--- src/design/sccfg_pkg.sv ---
// Constants for the smart card configuration header upper registers
package sccfg_pkg;

  // Configuration address width (byte address, dword aligned access)
  localparam int CFG_AW = 8;

  // Dword addresses seen on the configuration port
  localparam logic [7:0] SCCFG_DW_SUBSYS = 8'h2c;
  localparam logic [7:0] SCCFG_DW_CAPPTR = 8'h34;
  localparam logic [7:0] SCCFG_DW_IRQ = 8'h3c;
  localparam logic [7:0] SCCFG_DW_CAPITEM = 8'h44;
  localparam logic [7:0] SCCFG_DW_SUBACC = 8'h50;
  localparam logic [7:0] SCCFG_DW_SYSCTL = 8'h80;

  // Printed byte offsets of the registers
  localparam logic [7:0] SCCFG_OFS_SUBSYS_IDENT = 8'h2e;
  localparam logic [7:0] SCCFG_OFS_CAP_POINTER = 8'h34;
  localparam logic [7:0] SCCFG_OFS_IRQ_LINE = 8'h3c;
  localparam logic [7:0] SCCFG_OFS_IRQ_PIN = 8'h3d;
  localparam logic [7:0] SCCFG_OFS_MIN_GRANT = 8'h3e;
  localparam logic [7:0] SCCFG_OFS_MAX_LATENCY = 8'h3f;
  localparam logic [7:0] SCCFG_OFS_CAP_ITEM = 8'h44;

  // Byte lane of each byte-wide field, and bit positions of the subsystem ident and tie-all, inside their dword
  localparam int SCCFG_LANE_IRQ_LINE = 0;
  localparam int SCCFG_LANE_IRQ_PIN = 1;
  localparam int SCCFG_LANE_MIN_GRANT = 2;
  localparam int SCCFG_LANE_MAX_LATENCY = 3;
  localparam int SCCFG_SUBSYS_LSB = 16;
  localparam int SCCFG_TIE_ALL_BIT = 28;

  // Fixed and reset values
  localparam logic [7:0] SCCFG_CAP_POINTER_VAL = 8'h44;
  localparam logic [7:0] SCCFG_IRQ_LINE_RST = 8'hff;
  localparam logic [7:0] SCCFG_MIN_GRANT_RST = 8'h07;
  localparam logic [7:0] SCCFG_MAX_LATENCY_RST = 8'h04;
  localparam logic [7:0] SCCFG_CAP_TYPE_CODE = 8'h01;
  localparam logic [7:0] SCCFG_CAP_NEXT_ITEM = 8'h00;
  localparam logic [15:0] SCCFG_SUBSYS_RST = 16'h0000;
  localparam logic [31:0] SCCFG_RDATA_NONE = 32'h0000_0000;

  // Interrupt pin codes
  localparam logic [7:0] SCCFG_PIN_INTA = 8'h01;
  localparam logic [7:0] SCCFG_PIN_INTB = 8'h02;
  localparam logic [7:0] SCCFG_PIN_INTC = 8'h03;
  localparam logic [7:0] SCCFG_PIN_INTD = 8'h04;

  // Number of interrupt tie-request lines
  localparam int SCCFG_TIE_LINES = 4;

endpackage

--- src/design/sccfg_irq_pin_dec.sv ---
// Interrupt pin code decoder with tie-request priority
module sccfg_irq_pin_dec
  import sccfg_pkg::*;
#(
  parameter int LINES = SCCFG_TIE_LINES
) (
  // Selection
  input wire logic [1:0] i_irq_select,
  input wire logic [LINES-1:0] i_tie_request_inputs,
  // Result
  output logic [7:0] o_irq_pin_code
);

  // Priority chain below is written for four lines only
  if (LINES != 4) begin : g_lines_check
    $error("sccfg_irq_pin_dec supports exactly four lines");
  end

  always_comb begin
    o_irq_pin_code = SCCFG_PIN_INTA;
    if (i_tie_request_inputs[0]) begin
      o_irq_pin_code = SCCFG_PIN_INTA;
    end else if (i_tie_request_inputs[1]) begin
      o_irq_pin_code = SCCFG_PIN_INTB;
    end else if (i_tie_request_inputs[2]) begin
      o_irq_pin_code = SCCFG_PIN_INTC;
    end else if (i_tie_request_inputs[3]) begin
      o_irq_pin_code = SCCFG_PIN_INTD;
    end else begin
      case (i_irq_select)
        2'h0: o_irq_pin_code = SCCFG_PIN_INTA;
        2'h1: o_irq_pin_code = SCCFG_PIN_INTB;
        2'h2: o_irq_pin_code = SCCFG_PIN_INTC;
        2'h3: o_irq_pin_code = SCCFG_PIN_INTD;
        default: o_irq_pin_code = SCCFG_PIN_INTA;
      endcase
    end
  end

endmodule // sccfg_irq_pin_dec

--- src/design/sccfg_header_regs.sv ---
// Smart card configuration header upper registers
//
// Functional notes
// - Subsystem ident is read-only at 2Ch, loaded from memory
// - Subsystem ident written through access register 50h
// - Subsystem ident cleared by global reset only
// - Capabilities pointer reads fixed 44h
// - Interrupt line read/write, resets to FFh
// - Pin code follows select when no tie
// - Asserted tie line overrides select by priority
// - Tie-all set asserts first tie line
// - Tie-all clear asserts no tie line
// - Minimum grant resets 07h, hardware updated
// - Maximum latency resets 04h, memory reloadable
// - Capability item low byte reads 01h
// - Capability item high byte reads 00h
module sccfg_header_regs
  import sccfg_pkg::*;
(
  // Clock and global reset
  input wire logic i_mclk,
  input wire logic i_arst_n,
  // Secondary reset source (function reset, not global)
  input wire logic i_func_rst,
  // Configuration access from the host
  input wire logic i_cfg_rd,
  input wire logic i_cfg_wr,
  input wire logic [CFG_AW-1:0] i_cfg_addr,
  input wire logic [3:0] i_cfg_be,
  input wire logic [31:0] i_cfg_wdata,
  output logic o_cfg_ack,
  output logic [31:0] o_cfg_rdata,
  output logic o_cfg_unmapped,
  // Serial configuration memory load
  input wire logic i_eeprom_load,
  input wire logic [15:0] i_eeprom_subsys_ident,
  input wire logic [7:0] i_eeprom_max_latency,
  // Hardware update of minimum grant
  input wire logic i_min_grant_update,
  input wire logic [7:0] i_min_grant_value,
  // Interrupt selection
  input wire logic [1:0] i_irq_select,
  input wire logic [SCCFG_TIE_LINES-1:1] i_tie_request_inputs,
  // Register state
  output logic [15:0] o_subsys_ident,
  output logic [7:0] o_irq_line_assignment,
  output logic [7:0] o_irq_pin_code,
  output logic [7:0] o_min_bus_grant,
  output logic [7:0] o_max_bus_latency,
  output logic o_tie_all_control,
  output logic o_tie_request_first_line
);

  ////////////////////////////////////////////////////////////////////////////
  // Reset release
  ////////////////////////////////////////////////////////////////////////////

  logic rst_sync_a;
  logic rst_sync_b;
  logic rst_n;

  always_ff @(posedge i_mclk or negedge i_arst_n) begin
    if (!i_arst_n) begin
      rst_sync_a <= 1'b0;
      rst_sync_b <= 1'b0;
    end else begin
      rst_sync_a <= 1'b1;
      rst_sync_b <= rst_sync_a;
    end
  end

  assign rst_n = rst_sync_b;

  ////////////////////////////////////////////////////////////////////////////
  // Address decode
  ////////////////////////////////////////////////////////////////////////////

  logic [7:0] dw_addr;
  logic hit_subsys;
  logic hit_capptr;
  logic hit_irq;
  logic hit_capitem;
  logic hit_subacc;
  logic hit_sysctl;
  logic hit_any;
  logic wr_irq_line;
  logic wr_subacc_lo;
  logic wr_subacc_hi;
  logic wr_tie_all;

  // Accesses are dword aligned; low address bits are ignored
  assign dw_addr = {i_cfg_addr[7:2], 2'b00};
  assign hit_subsys = (dw_addr == SCCFG_DW_SUBSYS);
  assign hit_capptr = (dw_addr == SCCFG_DW_CAPPTR);
  assign hit_irq = (dw_addr == SCCFG_DW_IRQ);
  assign hit_capitem = (dw_addr == SCCFG_DW_CAPITEM);
  assign hit_subacc = (dw_addr == SCCFG_DW_SUBACC);
  assign hit_sysctl = (dw_addr == SCCFG_DW_SYSCTL);
  assign hit_any = hit_subsys | hit_capptr | hit_irq | hit_capitem
                 | hit_subacc | hit_sysctl;

  // Only these byte lanes take writes; all others drop the data
  assign wr_irq_line = i_cfg_wr & hit_irq
                     & i_cfg_be[SCCFG_LANE_IRQ_LINE];
  assign wr_subacc_lo = i_cfg_wr & hit_subacc & i_cfg_be[2];
  assign wr_subacc_hi = i_cfg_wr & hit_subacc & i_cfg_be[3];
  assign wr_tie_all = i_cfg_wr & hit_sysctl & i_cfg_be[3];

  ////////////////////////////////////////////////////////////////////////////
  // Subsystem identification
  ////////////////////////////////////////////////////////////////////////////

  logic [15:0] subsys_ident;
  logic [15:0] next_subsys_ident;

  always_comb begin
    next_subsys_ident = subsys_ident;
    if (i_eeprom_load) begin
      next_subsys_ident = i_eeprom_subsys_ident;
    end
    // Software update wins over a concurrent memory load
    if (wr_subacc_lo) begin
      next_subsys_ident[7:0] =
        i_cfg_wdata[SCCFG_SUBSYS_LSB +: 8];
    end
    if (wr_subacc_hi) begin
      next_subsys_ident[15:8] =
        i_cfg_wdata[SCCFG_SUBSYS_LSB + 8 +: 8];
    end
  end

  // Only the global reset clears it; function reset is not applied
  always_ff @(posedge i_mclk or negedge rst_n) begin
    if (!rst_n) begin
      subsys_ident <= SCCFG_SUBSYS_RST;
    end else begin
      subsys_ident <= next_subsys_ident;
    end
  end

  ////////////////////////////////////////////////////////////////////////////
  // Interrupt line
  ////////////////////////////////////////////////////////////////////////////

  logic [7:0] irq_line;

  always_ff @(posedge i_mclk or negedge rst_n) begin
    if (!rst_n) begin
      irq_line <= SCCFG_IRQ_LINE_RST;
    end else if (i_func_rst) begin
      irq_line <= SCCFG_IRQ_LINE_RST;
    end else if (wr_irq_line) begin
      irq_line <= i_cfg_wdata[8*SCCFG_LANE_IRQ_LINE +: 8];
    end
  end

  ////////////////////////////////////////////////////////////////////////////
  // System control tie-all
  ////////////////////////////////////////////////////////////////////////////

  logic tie_all;

  always_ff @(posedge i_mclk or negedge rst_n) begin
    if (!rst_n) begin
      tie_all <= 1'b0;
    end else if (i_func_rst) begin
      tie_all <= 1'b0;
    end else if (wr_tie_all) begin
      tie_all <= i_cfg_wdata[SCCFG_TIE_ALL_BIT];
    end
  end

  ////////////////////////////////////////////////////////////////////////////
  // Interrupt pin decode
  ////////////////////////////////////////////////////////////////////////////

  logic [SCCFG_TIE_LINES-1:0] tie_vec;
  logic [7:0] pin_code;
  logic [7:0] irq_pin;

  // First line follows tie-all; with it clear none is driven here
  assign tie_vec[0] = tie_all;
  assign tie_vec[SCCFG_TIE_LINES-1:1] = i_tie_request_inputs;

  sccfg_irq_pin_dec #(
    .LINES(SCCFG_TIE_LINES)
  ) u_pin_dec (
    .i_irq_select(i_irq_select),
    .i_tie_request_inputs(tie_vec),
    .o_irq_pin_code(pin_code)
  );

  always_ff @(posedge i_mclk or negedge rst_n) begin
    if (!rst_n) begin
      irq_pin <= SCCFG_PIN_INTA;
    end else begin
      irq_pin <= pin_code;
    end
  end

  ////////////////////////////////////////////////////////////////////////////
  // Minimum grant and maximum latency
  ////////////////////////////////////////////////////////////////////////////

  logic [7:0] min_grant;
  logic [7:0] max_latency;

  // Software writes to lanes 2 and 3 have no path here
  always_ff @(posedge i_mclk or negedge rst_n) begin
    if (!rst_n) begin
      min_grant <= SCCFG_MIN_GRANT_RST;
    end else if (i_min_grant_update) begin
      min_grant <= i_min_grant_value;
    end
  end

  always_ff @(posedge i_mclk or negedge rst_n) begin
    if (!rst_n) begin
      max_latency <= SCCFG_MAX_LATENCY_RST;
    end else if (i_eeprom_load) begin
      max_latency <= i_eeprom_max_latency;
    end
  end

  ////////////////////////////////////////////////////////////////////////////
  // Read data mux
  ////////////////////////////////////////////////////////////////////////////

  logic [31:0] rd_mux;

  always_comb begin
    rd_mux = SCCFG_RDATA_NONE;
    if (hit_subsys) begin
      rd_mux[SCCFG_SUBSYS_LSB +: 16] = subsys_ident;
    end else if (hit_capptr) begin
      rd_mux[7:0] = SCCFG_CAP_POINTER_VAL;
    end else if (hit_irq) begin
      rd_mux[8*SCCFG_LANE_IRQ_LINE +: 8] = irq_line;
      rd_mux[8*SCCFG_LANE_IRQ_PIN +: 8] = irq_pin;
      rd_mux[8*SCCFG_LANE_MIN_GRANT +: 8] = min_grant;
      rd_mux[8*SCCFG_LANE_MAX_LATENCY +: 8] = max_latency;
    end else if (hit_capitem) begin
      rd_mux[7:0] = SCCFG_CAP_TYPE_CODE;
      rd_mux[15:8] = SCCFG_CAP_NEXT_ITEM;
    end else if (hit_subacc) begin
      rd_mux[SCCFG_SUBSYS_LSB +: 16] = subsys_ident;
    end else if (hit_sysctl) begin
      rd_mux[SCCFG_TIE_ALL_BIT] = tie_all;
    end
  end

  ////////////////////////////////////////////////////////////////////////////
  // Access answer
  ////////////////////////////////////////////////////////////////////////////

  logic cfg_req;

  assign cfg_req = i_cfg_rd | i_cfg_wr;

  always_ff @(posedge i_mclk or negedge rst_n) begin
    if (!rst_n) begin
      o_cfg_ack <= 1'b0;
      o_cfg_unmapped <= 1'b0;
    end else begin
      o_cfg_ack <= cfg_req;
      o_cfg_unmapped <= cfg_req & ~hit_any;
    end
  end

  always_ff @(posedge i_mclk or negedge rst_n) begin
    if (!rst_n) begin
      o_cfg_rdata <= SCCFG_RDATA_NONE;
    end else if (i_cfg_rd) begin
      o_cfg_rdata <= rd_mux;
    end else begin
      o_cfg_rdata <= SCCFG_RDATA_NONE;
    end
  end

  ////////////////////////////////////////////////////////////////////////////
  // State outputs
  ////////////////////////////////////////////////////////////////////////////

  // Mirrors keep every output straight from a flip-flop
  always_ff @(posedge i_mclk or negedge rst_n) begin
    if (!rst_n) begin
      o_subsys_ident <= SCCFG_SUBSYS_RST;
    end else begin
      o_subsys_ident <= next_subsys_ident;
    end
  end

  always_ff @(posedge i_mclk or negedge rst_n) begin
    if (!rst_n) begin
      o_irq_line_assignment <= SCCFG_IRQ_LINE_RST;
    end else if (i_func_rst) begin
      o_irq_line_assignment <= SCCFG_IRQ_LINE_RST;
    end else if (wr_irq_line) begin
      o_irq_line_assignment <= i_cfg_wdata[8*SCCFG_LANE_IRQ_LINE +: 8];
    end
  end

  always_ff @(posedge i_mclk or negedge rst_n) begin
    if (!rst_n) begin
      o_irq_pin_code <= SCCFG_PIN_INTA;
    end else begin
      o_irq_pin_code <= pin_code;
    end
  end

  always_ff @(posedge i_mclk or negedge rst_n) begin
    if (!rst_n) begin
      o_min_bus_grant <= SCCFG_MIN_GRANT_RST;
    end else if (i_min_grant_update) begin
      o_min_bus_grant <= i_min_grant_value;
    end
  end

  always_ff @(posedge i_mclk or negedge rst_n) begin
    if (!rst_n) begin
      o_max_bus_latency <= SCCFG_MAX_LATENCY_RST;
    end else if (i_eeprom_load) begin
      o_max_bus_latency <= i_eeprom_max_latency;
    end
  end

  always_ff @(posedge i_mclk or negedge rst_n) begin
    if (!rst_n) begin
      o_tie_all_control <= 1'b0;
      o_tie_request_first_line <= 1'b0;
    end else if (i_func_rst) begin
      o_tie_all_control <= 1'b0;
      o_tie_request_first_line <= 1'b0;
    end else if (wr_tie_all) begin
      o_tie_all_control <= i_cfg_wdata[SCCFG_TIE_ALL_BIT];
      o_tie_request_first_line <= i_cfg_wdata[SCCFG_TIE_ALL_BIT];
    end
  end

endmodule // sccfg_header_regs

--- config.mk ---
export PLATFORM = sky130hd
export DESIGN_NAME = sccfg_header_regs
export DESIGN_NICKNAME = d
export VERILOG_FILES = /design/src/design/sccfg_pkg.sv /design/src/design/sccfg_irq_pin_dec.sv /design/src/design/sccfg_header_regs.sv
export SDC_FILE = /design/constraint.sdc
export NUM_CORES = 1
export LEC_CHECK = 0
export BUFFER_PORTS_ARGS = -buffer_cell sky130_fd_sc_hd__buf_4
export CORE_AREA = 5 5 101 94
export CTS_CLUSTER_DIAMETER = 80
export CTS_CLUSTER_SIZE = 20
export DETAILED_ROUTE_END_ITERATION = 12
export DIE_AREA = 0 0 106 99
export PLACE_DENSITY = 0.82
export SETUP_SLACK_MARGIN = 0.1
export SLEW_MARGIN = 15
export SYNTH_ARGS = -nofsm -noshare
export SYNTH_HDL_FRONTEND = slang
export SYNTH_SLANG_ARGS = --single-unit
--- constraint.sdc ---
create_clock -name i_mclk -period 2.22 [get_ports i_mclk]
set_input_delay 0 -clock i_mclk [delete_from_list [all_inputs] [get_ports i_mclk]]
set_output_delay 0 -clock i_mclk [all_outputs]
set_load 0.02 [all_outputs]
==> metrics.md <==
| Metric | Value |
|---|---|
| Pleak | `0.00254 uW` |
| Netlist cell types | `38` |
| Skew final | `10.9 ps` |
| Die H | `99 microns` |
| Syn Inst Count | `258` |
| Final Non-Filler Cells | `584` |
| Crit-path leading delay family | `simple AND/OR/NAND/NOR gates` |
| Min Tclk post-route | `1930 ps` |
| Rel. slew slack | `0.381` |
| Worst hold path type | `input pin to flip-flop` |
| Vias/cell | `4.90` |
| Syn-to-layout area delta | `63.0%` |
| R2R setup slack | `610 ps` |
| CTS Hold Bufs | `68` |
| Cell area after synthesis | `0.00333 sq mm` |
| Seq/Total Area, Yosys | `0.569` |
| Routed vias | `2864` |
| Core area | `0.00833 sq mm` |
| CTS resizes | `0` |
| Total Routed Length | `9.87 mm` |
| Die area | `0.0105 sq mm` |
| H-tree levels | `3` |
| Tcrit/Tclk final | `0.869` |
| Iteration-0 DRC Markers | `103` |
| Setup TNS | `0 ps` |
| Clock transition at path regs | `90 ps` |
| RD Place Congestion | `0.753` |
| Syn avg cell area | `12.9 sq um` |
| Fin Hold WS | `16.8 ps` |
| CP startpoint kind | `input pin` |
| Ant diodes | `0` |
| Synth area leader | `dfrtp_1` |
| Worst stage delay on the critical path | `570 ps` |
| MaxCap Viol Count | `0` |
| CP endpoint kind | `flip-flop` |
| TritonCTS Buffers | `9` |
| Root Driver | `clkbuf_8` |
| Placed Area | `0.00452 sq mm` |
| Max-slew violation count | `0` |
| Critical path, cell by cell | `buf_4 -> or3_1 -> nor3_4 -> mux2_2 -> dlygate4sd3_1` |
| Setup WS post-layout | `290 ps` |
| Worst-skew pair later-pin latency | `340 ps` |
| HPWL Detailed | `6.56 mm` |
| Fraction of layout cells with a size suffix above 1 | `0.500` |
| Initial core utilization | `0.400` |
| Kind of critical path | `input pin to flip-flop` |
| DRC | `0` |
| Endpoints failing setup | `0` |
| Largest net degree at the start of global routing | `74` |
| Synth Register Bits | `75` |
| Fmax | `518 MHz` |
| Post-synth top area share | `0.466` |
| Cell Count Post-Placement | `500` |
| Worst Path Required | `2450 ps` |
| Number of antenna violations at the first check in global routing | `0` |
| Final hold vios | `0` |
| Drt first pass iters | `4` |
| Std cell rows | `32` |
| Layout fillers | `615` |
| WL/cell | `16.9 microns` |
| Crit Path Max Fanout | `8` |
| CP Buf/Inv Count | `2` |
| Status | `finished clean` |
| Total GRT Usage | `0.189` |
| Max VDD drop | `431 uV` |
| Setup repair bufs after CTS | `0` |
| Bufs on Longest Clock Path | `2` |
| Final Cell Area | `0.00543 sq mm` |
| Pre-CTS setup slack | `505 ps` |
| Slowest cell on the critical path | `dlygate4sd3_1` |
| CTS tree | `built` |
| Nets@finish | `568` |
| Critical Path AT | `2160 ps` |
| DRT antenna net count | `0` |
| Total clock sinks | `75` |
| Worst Tran Pin Value | `928 ps` |
| Vias in the first global route | `3097` |
| Most area-consuming cells after synthesis | `dfrtp_1 (47%), mux2_2 (16%), dfstp_2 (10%)` |
| Pwr dens | `609 mW/mm^2` |
| RSZ-0062 raised after global routing | `no` |
| Synth warnings | `0` |
| DIE WIDTH | `106 microns` |
| # IOs | `172` |
| Grt ovf | `0` |
| Port Buffers | `150` |
| Global-route wire length before repair | `15.7 mm` |
final timing paths:
check / depth (start not counted) / from / endpoint
max: 5 / i_cfg_addr[3] / o_subsys_ident[5]
min: 3 / i_eeprom_subsys_ident[1] / o_subsys_ident[1]
max reg2reg: 3 / o_subsys_ident[5] / o_subsys_ident[5]
min reg2reg: 0 / rst_sync_a / rst_n
max in group asynchronous: 0 / rst_n / o_cfg_rdata[16]
min in group asynchronous: 0 / rst_n / o_cfg_rdata[1]
worst reg2reg max path, stage by stage, from the launching register on:
cell           delay [ps]
dfrtp_1               400
mux2_2                260
mux2_2                260
dlygate4sd3_1         570
cell type report:
type	count	area, sq um	share of cell area
Sequential cell	75	1900	0.350
Inverter	7	26.3	0.00484
Clock buffer	10	138	0.0254
Multi-Input combinational cell	161	1310	0.240
Tap cell	102	128	0.0235
Timing Repair Buffer	223	1840	0.340
Clock inverter	6	88.8	0.0164
routing by layer:
metal | routed length, microns | vias to the layer above | share of wire | global-route usage
met3 | 608 | 19 | 0.062 | 0.0465
met4 | 210 | 0 | 0.021 | 0.0737
met1 | 3730 | 1395 | 0.38 | 0.211
met2 | 5320 | 123 | 0.54 | 0.348
li1 | - | 1327 | - | -
met5 | 0 | - | 0 | 0
sequential cells by signal (all words and copies together) (netlist names):
| signal | cells |
|---|---|
| o_min_bus_grant | 8 |
| o_cfg_unmapped | 1 |
| rst_sync_a | 1 |
| rst_n | 1 |
| o_tie_all_control | 1 |
| o_cfg_rdata | 27 |
| o_max_bus_latency | 8 |
| o_cfg_ack | 1 |
| o_irq_pin_code | 3 |
| o_subsys_ident | 16 |
| o_irq_line_assignment | 8 |
power breakdown:
group	switching (uW)	internal, uW
Sequential	77.5	1440
Combinational	262	352
Clock	504	663
layout by cell type (no fill, tap or decap), types with 2 or more instances in the layout:
cell type / instances
clkbuf_8: 10
o21ai_0: 6
nor3_4: 2
and2_1: 9
mux2_2: 46
nor3_2: 2
nand2b_1: 4
dfrtp_1: 61
conb_1: 11
a32o_1: 15
or2_2: 3
buf_4: 155
mux2i_1: 10
a21oi_1: 4
ha_1: 3
clkinvlp_4: 2
bufinv_16: 2
dlygate4sd3_1: 68
nand2_1: 7
nor3_1: 3
nor2_1: 21
dfstp_2: 13
inv_1: 7
through the flow:
stage	utilization	power, uW
floorplan	-	1800
global placement	0.543	2040
detailed placement	0.543	2060
CTS	0.652	3330
global route	0.652	3450
finish	0.652	3300
synth_stat cells, drive strengths merged:
| cell type | n |
|---|---|
| xnor2 | 1 |
| mux2 | 47 |
| nor2b | 1 |
| o21ba | 1 |
| nand3b | 1 |
| conb | 2 |
| or3 | 1 |
| inv | 7 |
| nor3b | 1 |
| nand4bb | 1 |
| nand2b | 4 |
| nor3 | 7 |
| or3b | 1 |
| and4b | 1 |
| o22ai | 1 |
| dfstp | 13 |
| nor2 | 21 |
| and2 | 9 |
| mux2i | 10 |
| clkbuf | 9 |
| a21oi | 4 |
| nand4b | 1 |
| dfrtp | 62 |
| buf | 15 |
| or2 | 3 |
| a32o | 15 |
| nor4b | 1 |
| nand2 | 7 |
| o21ai | 6 |
| o22a | 1 |
| ha | 3 |
| o32ai | 1 |
logic make-up (layout without fill, tap and decap cells):
logic type | count (synthesis) | count (layout) | share of synthesized area
AO/OA/AOI/OAI | 29 | 29 | 0.0722
XOR/XNOR | 1 | 1 | 0.00263
adder cells (fa/ha/maj) | 3 | 3 | 0.0113
other | 2 | 11 | 0.00226
buffers and inverters | 31 | 246 | 0.0511
AND/OR/NAND/NOR | 60 | 60 | 0.103
flip-flops | 75 | 75 | 0.569
multiplexers | 57 | 57 | 0.189
Note: power is estimated with default switching activity, not from simulation.
